--- src/sps_page_mux.sv ---
`timescale 1ns/10ps
package sps_pkg;
   localparam int unsigned PAGE_W    = 3;
   localparam int unsigned ADDR_W    = 8;
   localparam int unsigned SRAM_AW   = PAGE_W + ADDR_W;
   localparam int unsigned PAGE_SIZE = 256;
   localparam int unsigned NUM_PAGES = 8;
   // Paging-mode bits inside the flag register
   localparam int unsigned MODE_HI   = 7;
   localparam int unsigned MODE_LO   = 6;
   // Register offsets
   localparam logic [7:0] OFF_CUR    = 8'hD0;
   localparam logic [7:0] OFF_STK    = 8'hD1;
   localparam logic [7:0] OFF_IDX    = 8'hD3;
   localparam logic [7:0] OFF_MVR    = 8'hD4;
   localparam logic [7:0] OFF_MVW    = 8'hD5;
   localparam logic [7:0] OFF_SP     = 8'hF6;
   localparam logic [7:0] OFF_FLAG   = 8'hF7;
   // Values after reset, page zero and paging-mode encodings
   localparam logic [2:0] PAGE_RST   = 3'h0;
   localparam logic [7:0] FLAG_RST   = 8'h00;
   localparam logic [7:0] SP_RST     = 8'h00;
   localparam logic [7:0] RDATA_RST  = 8'h00;
   localparam logic [2:0] PAGE_ZERO  = 3'h0;
   localparam logic [1:0] MODE_OFF   = 2'h0;
   localparam logic [1:0] MODE_STKX  = 2'h1;
   localparam logic [1:0] MODE_IDX   = 2'h2;
   localparam logic [1:0] MODE_CURST = 2'h3;
   // Cycles of one post-increment move
   localparam int unsigned MVI_CYCLES = 3;

   typedef enum logic [2:0] {
      ACC_NORMAL  = 3'h0,
      ACC_STACK   = 3'h1,
      ACC_INDEXED = 3'h2,
      ACC_MVI_PTR = 3'h3,
      ACC_MVI_RD  = 3'h4,
      ACC_MVI_WR  = 3'h5
   } sps_acc_t;

   typedef enum logic [1:0] {
      MV_IDLE   = 2'b00,
      MV_PTR_RD = 2'b01,
      MV_PTR_WR = 2'b11,
      MV_DATA   = 2'b10
   } sps_mv_state_t;
endpackage

module sps_page_mux (
   input  wire sps_pkg::sps_acc_t acc_type,
   input  wire logic [1:0]        mode,
   input  wire logic [2:0]        cur_page,
   input  wire logic [2:0]        stk_page,
   input  wire logic [2:0]        idx_page,
   input  wire logic [2:0]        mvr_page,
   input  wire logic [2:0]        mvw_page,
   output logic      [2:0]        page
);
   logic [2:0] normal_page;

   always_comb begin
      // Flag bit 7 enables paging
      // Upper mode bit gates current page
      normal_page = mode[1] ? cur_page : sps_pkg::PAGE_ZERO;
      page        = normal_page;
      unique case (acc_type)
         // Stack page always
         sps_pkg::ACC_STACK:   page = stk_page;
         // Indexed paging by mode
         sps_pkg::ACC_INDEXED: begin
            unique case (mode)
               sps_pkg::MODE_OFF:   page = sps_pkg::PAGE_ZERO;
               sps_pkg::MODE_STKX:  page = stk_page;
               sps_pkg::MODE_IDX:   page = idx_page;
               sps_pkg::MODE_CURST: page = stk_page;
            endcase
         end
         // Move page pointers
         sps_pkg::ACC_MVI_RD:  page = mvr_page;
         sps_pkg::ACC_MVI_WR:  page = mvw_page;
         default:              page = normal_page;
      endcase
   end
endmodule

--- src/sps_page_select.sv ---
// What this block does
// Page number widens 8-bit CPU address to eight 256-byte pages.
// Reset clears all page pointers and paging-mode bits.
// Paged normal access only while flag bit 7 set.
// Unpaged mode sends every normal access to page 0.
// Stack and post-increment moves ignore current page pointer; the move's pointer read and write use it when paged.
// Stack accesses use stack page pointer, regardless of mode bits.
// Call, return, pop leave paging mode of other accesses unchanged.
// Stack pointer wraps within its page, never carries into page.
// Software sets stack page once, before first stack use.
// Interrupt entry pushes flag register then clears it.
// Return from interrupt restores the pushed flag value.
// Interrupt routines save and restore page pointers they change.
// Post-increment move: read pointer, write pointer+1, then data access.
// Read move uses read page, write move uses write page.
// Move page pointers apply whatever the mode bits hold.
// Upper mode bit selects page 0 or current page pointer.
// Indexed: 00 page 0, 01 stack, 10 index, 11 stack.
// Current page pointer bits 2:0, read-write, reset zero.
// Physical address is page above 8-bit address, eleven bits.
// Page chosen combinationally, pointer writes affect next access.
//
// The address map and strobed register access were decided locally.
`timescale 1ns/10ps
module sps_page_select (
   input  wire logic                   clk,
   input  wire logic                   resetn,
   input  wire logic [7:0]             reg_addr,
   input  wire logic [7:0]             reg_wdata,
   input  wire logic                   reg_wr,
   input  wire logic                   reg_rd,
   output logic      [7:0]             reg_rdata,
   input  wire logic                   flag_wr,
   input  wire logic [7:0]             flag_wdata,
   output logic      [7:0]             flag_out,
   input  wire logic                   irq_entry,
   output logic      [7:0]             flag_push_data,
   input  wire logic                   return_from_interrupt,
   input  wire logic [7:0]             flag_pop_data,
   input  wire logic                   sp_inc,
   input  wire logic                   sp_dec,
   output logic      [7:0]             sp_out,
   input  wire sps_pkg::sps_acc_t      acc_type,
   input  wire logic [7:0]             acc_addr,
   input  wire logic                   acc_we,
   input  wire logic [7:0]             acc_wdata,
   input  wire logic                   mvi_start,
   input  wire logic                   mvi_dir,
   input  wire logic [7:0]             mvi_ptr_addr,
   input  wire logic [7:0]             mvi_acc_data,
   output logic                        mvi_busy,
   output logic      [10:0]            sram_addr,
   output logic                        sram_we,
   output logic      [7:0]             sram_wdata,
   input  wire logic [7:0]             sram_rdata
);
   logic [2:0]                cur_reg, cur_next;
   logic [2:0]                stk_reg, stk_next;
   logic [2:0]                idx_reg, idx_next;
   logic [2:0]                mvr_reg, mvr_next;
   logic [2:0]                mvw_reg, mvw_next;
   logic [7:0]                flag_reg, flag_next;
   logic [7:0]                sp_reg, sp_next;
   logic [7:0]                rdata_reg, rdata_next;
   sps_pkg::sps_mv_state_t    mv_reg, mv_next;
   logic                      dir_reg, dir_next;
   logic [7:0]                ptr_reg, ptr_next;
   logic [7:0]                ploc_reg, ploc_next;
   sps_pkg::sps_acc_t         eff_type;
   logic [7:0]                eff_addr;
   logic [2:0]                page;
   logic [1:0]                mode;

   assign mode           = flag_reg[sps_pkg::MODE_HI:sps_pkg::MODE_LO];
   // Value pushed on interrupt entry
   assign flag_push_data = flag_reg;
   assign flag_out       = flag_reg;
   assign sp_out         = sp_reg;
   assign reg_rdata      = rdata_reg;
   assign mvi_busy       = (mv_reg != sps_pkg::MV_IDLE);

   // Page pointer registers and bus read data
   always_comb begin
      cur_next   = cur_reg;
      stk_next   = stk_reg;
      idx_next   = idx_reg;
      mvr_next   = mvr_reg;
      mvw_next   = mvw_reg;
      rdata_next = sps_pkg::RDATA_RST;
      // Pointer writes, low three bits
      if (reg_wr) begin
         unique case (reg_addr)
            sps_pkg::OFF_CUR: cur_next = reg_wdata[2:0];
            sps_pkg::OFF_STK: stk_next = reg_wdata[2:0];
            sps_pkg::OFF_IDX: idx_next = reg_wdata[2:0];
            sps_pkg::OFF_MVR: mvr_next = reg_wdata[2:0];
            sps_pkg::OFF_MVW: mvw_next = reg_wdata[2:0];
            default: ;
         endcase
      end
      if (reg_rd) begin
         unique case (reg_addr)
            sps_pkg::OFF_CUR:  rdata_next = {5'h00, cur_reg};
            sps_pkg::OFF_STK:  rdata_next = {5'h00, stk_reg};
            sps_pkg::OFF_IDX:  rdata_next = {5'h00, idx_reg};
            sps_pkg::OFF_MVR:  rdata_next = {5'h00, mvr_reg};
            sps_pkg::OFF_MVW:  rdata_next = {5'h00, mvw_reg};
            sps_pkg::OFF_SP:   rdata_next = sp_reg;
            sps_pkg::OFF_FLAG: rdata_next = flag_reg;
            default:           rdata_next = sps_pkg::RDATA_RST;
         endcase
      end
   end

   // Reset clears all paging state
   always_ff @(posedge clk or negedge resetn) begin
      if (!resetn) begin
         cur_reg   <= sps_pkg::PAGE_RST;
         stk_reg   <= sps_pkg::PAGE_RST;
         idx_reg   <= sps_pkg::PAGE_RST;
         mvr_reg   <= sps_pkg::PAGE_RST;
         mvw_reg   <= sps_pkg::PAGE_RST;
         rdata_reg <= sps_pkg::RDATA_RST;
      end else begin
         cur_reg   <= cur_next;
         stk_reg   <= stk_next;
         idx_reg   <= idx_next;
         mvr_reg   <= mvr_next;
         mvw_reg   <= mvw_next;
         rdata_reg <= rdata_next;
      end
   end

   // Flag register and stack pointer
   always_comb begin
      flag_next = flag_reg;
      sp_next   = sp_reg;
      // Entry clears flags, wins over all
      if (irq_entry) begin
         flag_next = sps_pkg::FLAG_RST;
      // Restore pushed flags
      end else if (return_from_interrupt) begin
         flag_next = flag_pop_data;
      end else if (flag_wr) begin
         flag_next = flag_wdata;
      end
      // Eight-bit wrap, no page carry
      if (sp_inc && !sp_dec) begin
         sp_next = sp_reg + 8'h01;
      end else if (sp_dec && !sp_inc) begin
         sp_next = sp_reg - 8'h01;
      end
   end

   always_ff @(posedge clk or negedge resetn) begin
      if (!resetn) begin
         flag_reg <= sps_pkg::FLAG_RST;
         sp_reg   <= sps_pkg::SP_RST;
      end else begin
         flag_reg <= flag_next;
         sp_reg   <= sp_next;
      end
   end

   // Post-increment move sequencer
   always_comb begin
      mv_next   = mv_reg;
      dir_next  = dir_reg;
      ptr_next  = ptr_reg;
      ploc_next = ploc_reg;
      // Three accesses in order
      unique case (mv_reg)
         sps_pkg::MV_IDLE: begin
            if (mvi_start) begin
               mv_next   = sps_pkg::MV_PTR_RD;
               dir_next  = mvi_dir;
               ploc_next = mvi_ptr_addr;
            end
         end
         sps_pkg::MV_PTR_RD: mv_next = sps_pkg::MV_PTR_WR;
         sps_pkg::MV_PTR_WR: begin
            mv_next  = sps_pkg::MV_DATA;
            ptr_next = sram_rdata;
         end
         sps_pkg::MV_DATA:   mv_next = sps_pkg::MV_IDLE;
      endcase
   end

   always_ff @(posedge clk or negedge resetn) begin
      if (!resetn) begin
         mv_reg   <= sps_pkg::MV_IDLE;
         dir_reg  <= 1'b0;
         ptr_reg  <= 8'h00;
         ploc_reg <= 8'h00;
      end else begin
         mv_reg   <= mv_next;
         dir_reg  <= dir_next;
         ptr_reg  <= ptr_next;
         ploc_reg <= ploc_next;
      end
   end

   // Access steering
   always_comb begin
      eff_type   = acc_type;
      eff_addr   = acc_addr;
      sram_we    = acc_we;
      sram_wdata = acc_wdata;
      unique case (mv_reg)
         sps_pkg::MV_IDLE: begin
            // Stack low byte from pointer
            if (acc_type == sps_pkg::ACC_STACK) begin
               eff_addr = sp_reg;
            end
         end
         // Pointer lives in normal-access page
         sps_pkg::MV_PTR_RD: begin
            eff_type = sps_pkg::ACC_MVI_PTR;
            eff_addr = ploc_reg;
            sram_we  = 1'b0;
         end
         sps_pkg::MV_PTR_WR: begin
            eff_type   = sps_pkg::ACC_MVI_PTR;
            eff_addr   = ploc_reg;
            sram_we    = 1'b1;
            sram_wdata = sram_rdata + 8'h01;
         end
         // Move pages regardless of mode
         sps_pkg::MV_DATA: begin
            eff_type   = dir_reg ? sps_pkg::ACC_MVI_WR : sps_pkg::ACC_MVI_RD;
            eff_addr   = ptr_reg;
            sram_we    = dir_reg;
            sram_wdata = mvi_acc_data;
         end
      endcase
   end

   // Combinational page choice
   sps_page_mux u_mux (
      .acc_type (eff_type),
      .mode     (mode),
      .cur_page (cur_reg),
      .stk_page (stk_reg),
      .idx_page (idx_reg),
      .mvr_page (mvr_reg),
      .mvw_page (mvw_reg),
      .page     (page)
   );

   // Page above byte address
   assign sram_addr = {page, eff_addr};
endmodule

--- config.mk ---
export PLATFORM = sky130hd
export DESIGN_NAME = sps_page_select
export DESIGN_NICKNAME = d
export VERILOG_FILES = /design/src/sps_page_mux.sv /design/src/sps_page_select.sv
export SDC_FILE = /design/constraint.sdc
export NUM_CORES = 1
export LEC_CHECK = 0
export ABC_AREA = 1
export BUFFER_PORTS_ARGS = -buffer_cell sky130_fd_sc_hd__buf_2
export CAP_MARGIN = 5
export CORE_MARGIN = 5
export CORE_UTILIZATION = 54
export DETAILED_ROUTE_END_ITERATION = 10
export PLACE_DENSITY = 0.94
export RECOVER_POWER = 50
export SYNTH_ARGS = -nofsm -noshare
export SYNTH_HDL_FRONTEND = slang
export SYNTH_SLANG_ARGS = --single-unit
--- constraint.sdc ---
create_clock -name clk -period 2.2 [get_ports clk]
set_clock_uncertainty 0.05 [all_clocks]
set_input_delay 0.44 -clock clk [delete_from_list [all_inputs] [get_ports clk]]
set_output_delay 0.44 -clock clk [all_outputs]
set_load 0.005 [all_outputs]
==> impl_metrics.py, run 1 <==
metrics = {
    "synth": {
        "ys_ff_latch": 58,
        "synth_fp_nets": 607,
        "yosysWarnings": 0,
        "avgSynthCellArea_um2": 7.36,
        "synth.distinct_cells": 33,
        "syn_area_um2": 3760,
        "synth_seq_area_share": 0.386,
        "postSynthCellCount": 511,
    },
    "clocking": {
        "tritoncts": "done",
        "clk_latency_ns": 0.34,
        "clk_pin_slew_ns": 0.07,
        "cts_sinks": 58,
        "cts_made_buffers": 9,
        "ctsHtreeMaxLevel": 3,
        "cts-root-buf": "clkbuf_8",
        "cts_buffer_depth": 2,
        "cts.hold.buffers_added": 0,
    },
    "setup_path": {
        "worstReg2RegStart": "sp_out[0]",
        "r2r_end": "sp_out[4]",
        "endpoint": "sram_addr[10]",
        "cp_data_required_time_ns": 1.71,
        "worst_path_most_repeated_cell": "nand2_1",
        "critPathLaunchType": "flop",
        "critical_path.endpoint_type": "output port",
        "critPathKind": "reg2out",
        "r2r_slack_ns": 0.55,
        "startpoint": "mv_reg[1]",
        "worstPathCellList": "a21oi_2 > nand2_4 > inv_2 > nand3_1 > nand2_1 > nor2_1 > nand2_1 > buf_2",
        "r2r_cells": 6,
        "cp_data_arrival_time_ns": 1.71,
        "crit_fanout": 7,
        "cpPeakStageDelay_ns": 0.49,
        "slowest_stage": "dfrtp_2",
    },
    "grt": {
        "grt_max_degree": 35,
        "grt_pass1_wl_um": 17500,
        "grt.total_usage": 0.248,
        "grt_pass1_vias": 3946,
        "grt-ovfl-total": 0,
        "antenna_found_initial": 0,
    },
    "routing": {
        "drc_errors": 0,
        "vias": 4101,
        "vias_per_cell": 5.44,
        "dr.first_iter.drc_count": 204,
        "wirelength_um": 10900,
        "first_pass_iters": 5,
        "ant_nets": 0,
        "routedWlPerCell_um": 14.5,
    },
    "final_layout": {
        "final_common_cell": "buf_2",
        "drive_above_1_share": 0.307,
        "fin_nets": 749,
        "final_cell_mix": "buf_2, nand2_1, inv_1, dfrtp_1",
        "area_growth_pct": 27.6,
        "design_area_um2": 4800,
        "finalNonFillerCells": 754,
        "num-fill-cells": 551,
        "antenna_cells": 0,
    },
    "power": {
        "ir_drop_uv": 718,
        "p_leak_uw": 0.00263,
        "powerDensity_nw_per_um2": 1070,
        "clockPowerShare": 0.212,
        "p_seq_frac": 0.316,
        "p_switching_uw": 2090,
        "comb_power_share": 0.472,
        "switching_share": 0.406,
        "power_uw": 5150,
        "power.internal_uw": 3060,
    },
    "placed_design": {
        "placed_cell_area_um2": 4470,
        "gp_congestion": 0.948,
        "numPortBuffers": 134,
        "placed_cells": 729,
        "detailed_place_hpwl_um": 8380,
    },
    "die": {
        "ios": 140,
        "start_util": 0.554,
        "dieArea_um2": 8730,
        "die_h_um": 93.5,
        "coreArea_um2": 6790,
        "die_width_um": 93.5,
        "rows": 30,
    },
    "timing": {
        "fmax_ghz": 0.455,
        "fin_crit_ns": 2.20,
        "setup_viol": 0,
        "post-route-period-util": 0.998,
        "worstMarginPinSlew_ns": 1.40,
        "drv_slew": 0,
        "rsz0062_at_grt": "true",
        "relSlewSlack": 0.0659,
        "finalHoldViolCount": 0,
        "holdWs_ns": 0.280,
    },
    "outcome": {
        "outcome": "completed",
    },
    "min_path": {
        "hp-class": "in2reg",
    },
    "flow_run": {
        "drv_cap": 0,
    },
}
## cells by family (layout without fill, tap and decap cells)
logic type,after synthesis,in the layout,synth area share
xor+xnor,2,2,0.00466
compound gates,77,77,0.126
mux,9,9,0.0269
flops,58,58,0.386
fa+ha+maj,9,9,0.0319
simple gates,271,272,0.318
buf+inv,85,231,0.106
## power groups by stage
stage	sequential, uW	clock [uW]	combinational, uW
floorplan	1540	0	1530
global route	1660	1160	2710
finish	1630	1090	2430
global placement	1620	0	2110
CTS	1620	1100	2270
detailed placement	1640	0	2190
## worst min path at each step
stage                          from           end  cells after the start
finish              mvi_ptr_addr[4]   ploc_reg[4]                      2
CTS                          resetn  reg_rdata[5]                      1
floorplan                    resetn    cur_reg[0]                      0
global placement             resetn   flag_out[2]                      1
global route        mvi_ptr_addr[4]   ploc_reg[4]                      2
detailed placement           resetn   flag_out[2]                      1
## critical path: cells and delay by family, from the launching register on
kind / cells / cell delay (ns)
flip-flops: 1 / 0.49
buffers and inverters: 2 / 0.22
AND/OR/NAND/NOR: 5 / 0.39
AO/OA/AOI/OAI: 1 / 0.28
## metrics by stage
| stage | TNS [ns] | util | setup slack [ns] |
|---|---|---|---|
| finish | 0 | 0.707 | 0.00337 |
| CTS | -0.0335 | 0.694 | -0.0181 |
| detailed placement | 0 | 0.657 | 0.0755 |
| floorplan | 0 | - | 0.401 |
| global placement | 0 | 0.657 | 0.161 |
| global route | -0.411 | 0.707 | -0.109 |
## cell usage after synthesis (all sizes together)
cell / n / area share
nor3: 1 / 0.0013
a221o: 2 / 0.0053
dfrtp: 58 / 0.39
o32ai: 5 / 0.012
inv: 67 / 0.068
fa: 1 / 0.0053
nand4: 14 / 0.023
o211ai: 2 / 0.0040
o31ai: 3 / 0.0060
nand2: 140 / 0.15
mux2: 9 / 0.027
nand3: 57 / 0.081
xnor2: 2 / 0.0047
buf: 15 / 0.035
a21oi: 11 / 0.018
o22ai: 7 / 0.012
ha: 8 / 0.027
nor2: 59 / 0.066
o21ai: 39 / 0.054
a22oi: 6 / 0.012
clkbuf: 3 / 0.0030
o21bai: 2 / 0.0040
## per-layer routing
| layer | track usage | wire [um] | up-vias |
|---|---|---|---|
| met1 | 0.301 | 4300 | 1897 |
| met2 | 0.419 | 5500 | 196 |
| met5 | 0 | 0 | - |
| li1 | - | - | 1967 |
| met4 | 0.101 | 326 | 0 |
| met3 | 0.0611 | 783 | 41 |
## repair_timing
action / 4_1_cts / 5_1_grt
pin swaps: 2 / 6
gates resized for setup: 5 / 13
setup buffers: 2 / 6
endpoints found under the setup margin: 6 / 7
cloned: 1 / 0
## cell type report
class,instances,area [um^2],share of cell area
tap,96,120,0.0250
clock buffer,11,141,0.0295
inverter,67,267,0.0555
clock inverter,5,77.6,0.0162
multi-input combinational,369,1950,0.406
timing repair buffer,148,791,0.165
sequential,58,1450,0.303
Note: power is estimated with default switching activity, not from simulation.
==> run 2, diff against run 1 <==
Settings changed: CORE_UTILIZATION 54 to 50, PLACE_DENSITY 0.94 to unset, PLACE_DENSITY_LB_ADDON set to 0.2.
Clock period 2.2 ns to 2.5 ns, I/O delays scaled along.
==> run 2 against run 1 <==
Critical path depth up 1. Sequential share of layout area is 1.1 points higher. Clock power fell by 18%. Highest routed layer unchanged.
==> impl_metrics.py, run 2 (synthesis gave the netlist of run 1 again) <==
metrics = {
    "timing": {
        "finalHoldViolCount": 0,
        "setup_viol": 0,
        "fin_crit_ns": 2.32,
        "totalNegativeSetupSlack_ns": 0,
        "worstMarginPinSlew_ns": 1.13,
        "post-route-period-util": 0.926,
        "rsz0062_at_grt": "false",
        "relSlewSlack": 0.244,
        "drv_slew": 0,
        "holdWs_ns": 0.262,
        "fmax_ghz": 0.432,
    },
    "power": {
        "ir_drop_uv": 563,
        "power_uw": 4230,
        "switching_share": 0.405,
        "powerDensity_nw_per_um2": 914,
        "p_seq_frac": 0.340,
        "p_switching_uw": 1720,
        "p_leak_uw": 0.00256,
        "clockPowerShare": 0.212,
        "comb_power_share": 0.448,
        "power.internal_uw": 2520,
    },
    "clocking": {
        "cts_buffer_depth": 2,
        "cts_sinks": 58,
        "ctsHtreeMaxLevel": 3,
        "cts-root-buf": "clkbuf_8",
        "clk_pin_slew_ns": 0.07,
        "clk_latency_ns": 0.34,
        "tritoncts": "done",
        "postCtsSetupRepairBufs": 0,
        "cts_made_buffers": 9,
    },
    "setup_path": {
        "crit_fanout": 9,
        "worstPathCellList": "nor2_2 > nand2_1 > nand2_4 > inv_2 > nand3_1 > nand2_1 > nor2_1 > nand2_1 > buf_2",
        "critPathKind": "reg2out",
        "critical_path.endpoint_type": "output port",
        "startpoint": "mv_reg[1]",
        "cp_data_required_time_ns": 1.95,
        "cp_data_arrival_time_ns": 1.77,
        "path_buf_inv": 2,
        "critPathLaunchType": "flop",
        "worst_path_most_repeated_cell": "nand2_1",
        "worstReg2RegStart": "sp_out[0]",
        "slowest_stage": "dfrtp_2",
        "path_delay_family": "simple AND/OR/NAND/NOR gates",
        "cpPeakStageDelay_ns": 0.50,
    },
    "die": {
        "coreArea_um2": 7290,
        "dieArea_um2": 9360,
        "ios": 140,
        "rows": 31,
        "start_util": 0.516,
        "die_h_um": 96.7,
        "die_width_um": 96.7,
    },
    "grt": {
        "grt_use_met3": 0.0662,
        "grt_pass1_wl_um": 17100,
        "grt_util_met2": 0.376,
        "top_usage_layer": "met2",
        "antenna_found_initial": 0,
        "grt_util_met1": 0.273,
        "grt.total_usage": 0.221,
        "grt-ovfl-total": 0,
        "grt_max_degree": 28,
        "grt_pass1_vias": 3820,
    },
    "flow_run": {
        "drv_cap": 0,
    },
    "routing": {
        "vias": 3902,
        "ant_nets": 0,
        "drc_errors": 0,
        "routedWlPerCell_um": 13.8,
        "dr.first_iter.drc_count": 177,
        "wirelength_um": 10300,
        "vias_per_cell": 5.23,
        "first_pass_iters": 5,
    },
    "placed_design": {
        "numPortBuffers": 134,
        "gp_congestion": 0.927,
        "placed_cell_area_um2": 4460,
        "detailed_place_hpwl_um": 8250,
    },
    "outcome": {
        "outcome": "completed",
    },
    "final_layout": {
        "final_cell_mix": "nand2_1, buf_2, inv_1, dfrtp_1, nand3_1",
        "utilization": 0.635,
        "final_common_cell": "nand2_1",
        "drive_above_1_share": 0.278,
        "fin_nets": 739,
        "antenna_cells": 0,
        "design_area_um2": 4630,
        "area_growth_pct": 23.1,
    },
    "min_path": {
        "hp-class": "in2async",
    },
}
## run 2: cell types whose count changed in the layout (fill, tap and decap cells not counted), sizes merged
cell,previous run,this run
buf,147,134
bufinv,2,1
clkbuf,12,18
clkinv,4,1
clkinvlp,1,0
inv,65,67
nand2,141,140
## run 2: area by class of cell
| class | instances | area [um^2] |
|---|---|---|
| fillers | 699 | 2660 |
| multi-input cells | 368 | 1890 |
| flip-flops and latches | 58 | 1450 |
| repair buffers | 139 | 698 |
| inverters | 67 | 256 |
| clock buffers | 13 | 169 |
| well taps | 99 | 124 |
| clock inverters | 2 | 35.0 |
## run 2: layer usage
metal | vias to the layer above | share of wire
li1 | 1940 | -
met1 | 1780 | 0.43
met2 | 167 | 0.48
met3 | 15 | 0.082
met4 | 0 | 0.014
met5 | - | 0
## run 2: what timing repair did
item / in CTS / in global routing
resized for setup: 0 / 3
endpoints found under the setup margin: 0 / 7
hold buffers: 0 / 0
## run 2: power groups by stage
| stage | Combinational [uW] | Clock (uW) | Sequential (uW) |
|---|---|---|---|
| 4_1_cts | 1910 | 916 | 1430 |
| 3_3_place_gp | 1860 | 0 | 1430 |
| 6_report | 1900 | 897 | 1440 |
| 2_1_floorplan | 1350 | 0 | 1360 |
| 3_5_place_dp | 1900 | 0 | 1450 |
| 5_1_grt | 2150 | 959 | 1470 |
## run 2: stage by stage
step / setup WS [ns] / instances
3_5_place_dp: 0.109 / 731
6_report: 0.184 / 746
5_1_grt: 0.00988 / 746
4_1_cts: 0.0287 / 746
3_3_place_gp: 0.108 / 731
2_1_floorplan: 0.641 / 511
## run 2: path summary, 6_finish.rpt
check,slack [ns],end,cells past startpoint
worst max-delay path,0.18,sram_addr[8],9
worst min-delay path,0.26,flag_out[4],1
worst max register to register,0.81,sp_out[4],6
worst min register to register,0.44,ptr_reg[1],2
max in group asynchronous,0.91,ptr_reg[2],2
min in group clk,0.34,reg_rdata[4],3
## run 2: worst reg2reg max path, delay by kind of cell, from the launching register on
| family | cells | cell delay [ns] |
|---|---|---|
| adder cells (fa/ha/maj) | 1 | 0.50 |
| AND/OR/NAND/NOR | 2 | 0.19 |
| AO/OA/AOI/OAI | 3 | 0.38 |
| flip-flops | 1 | 0.49 |
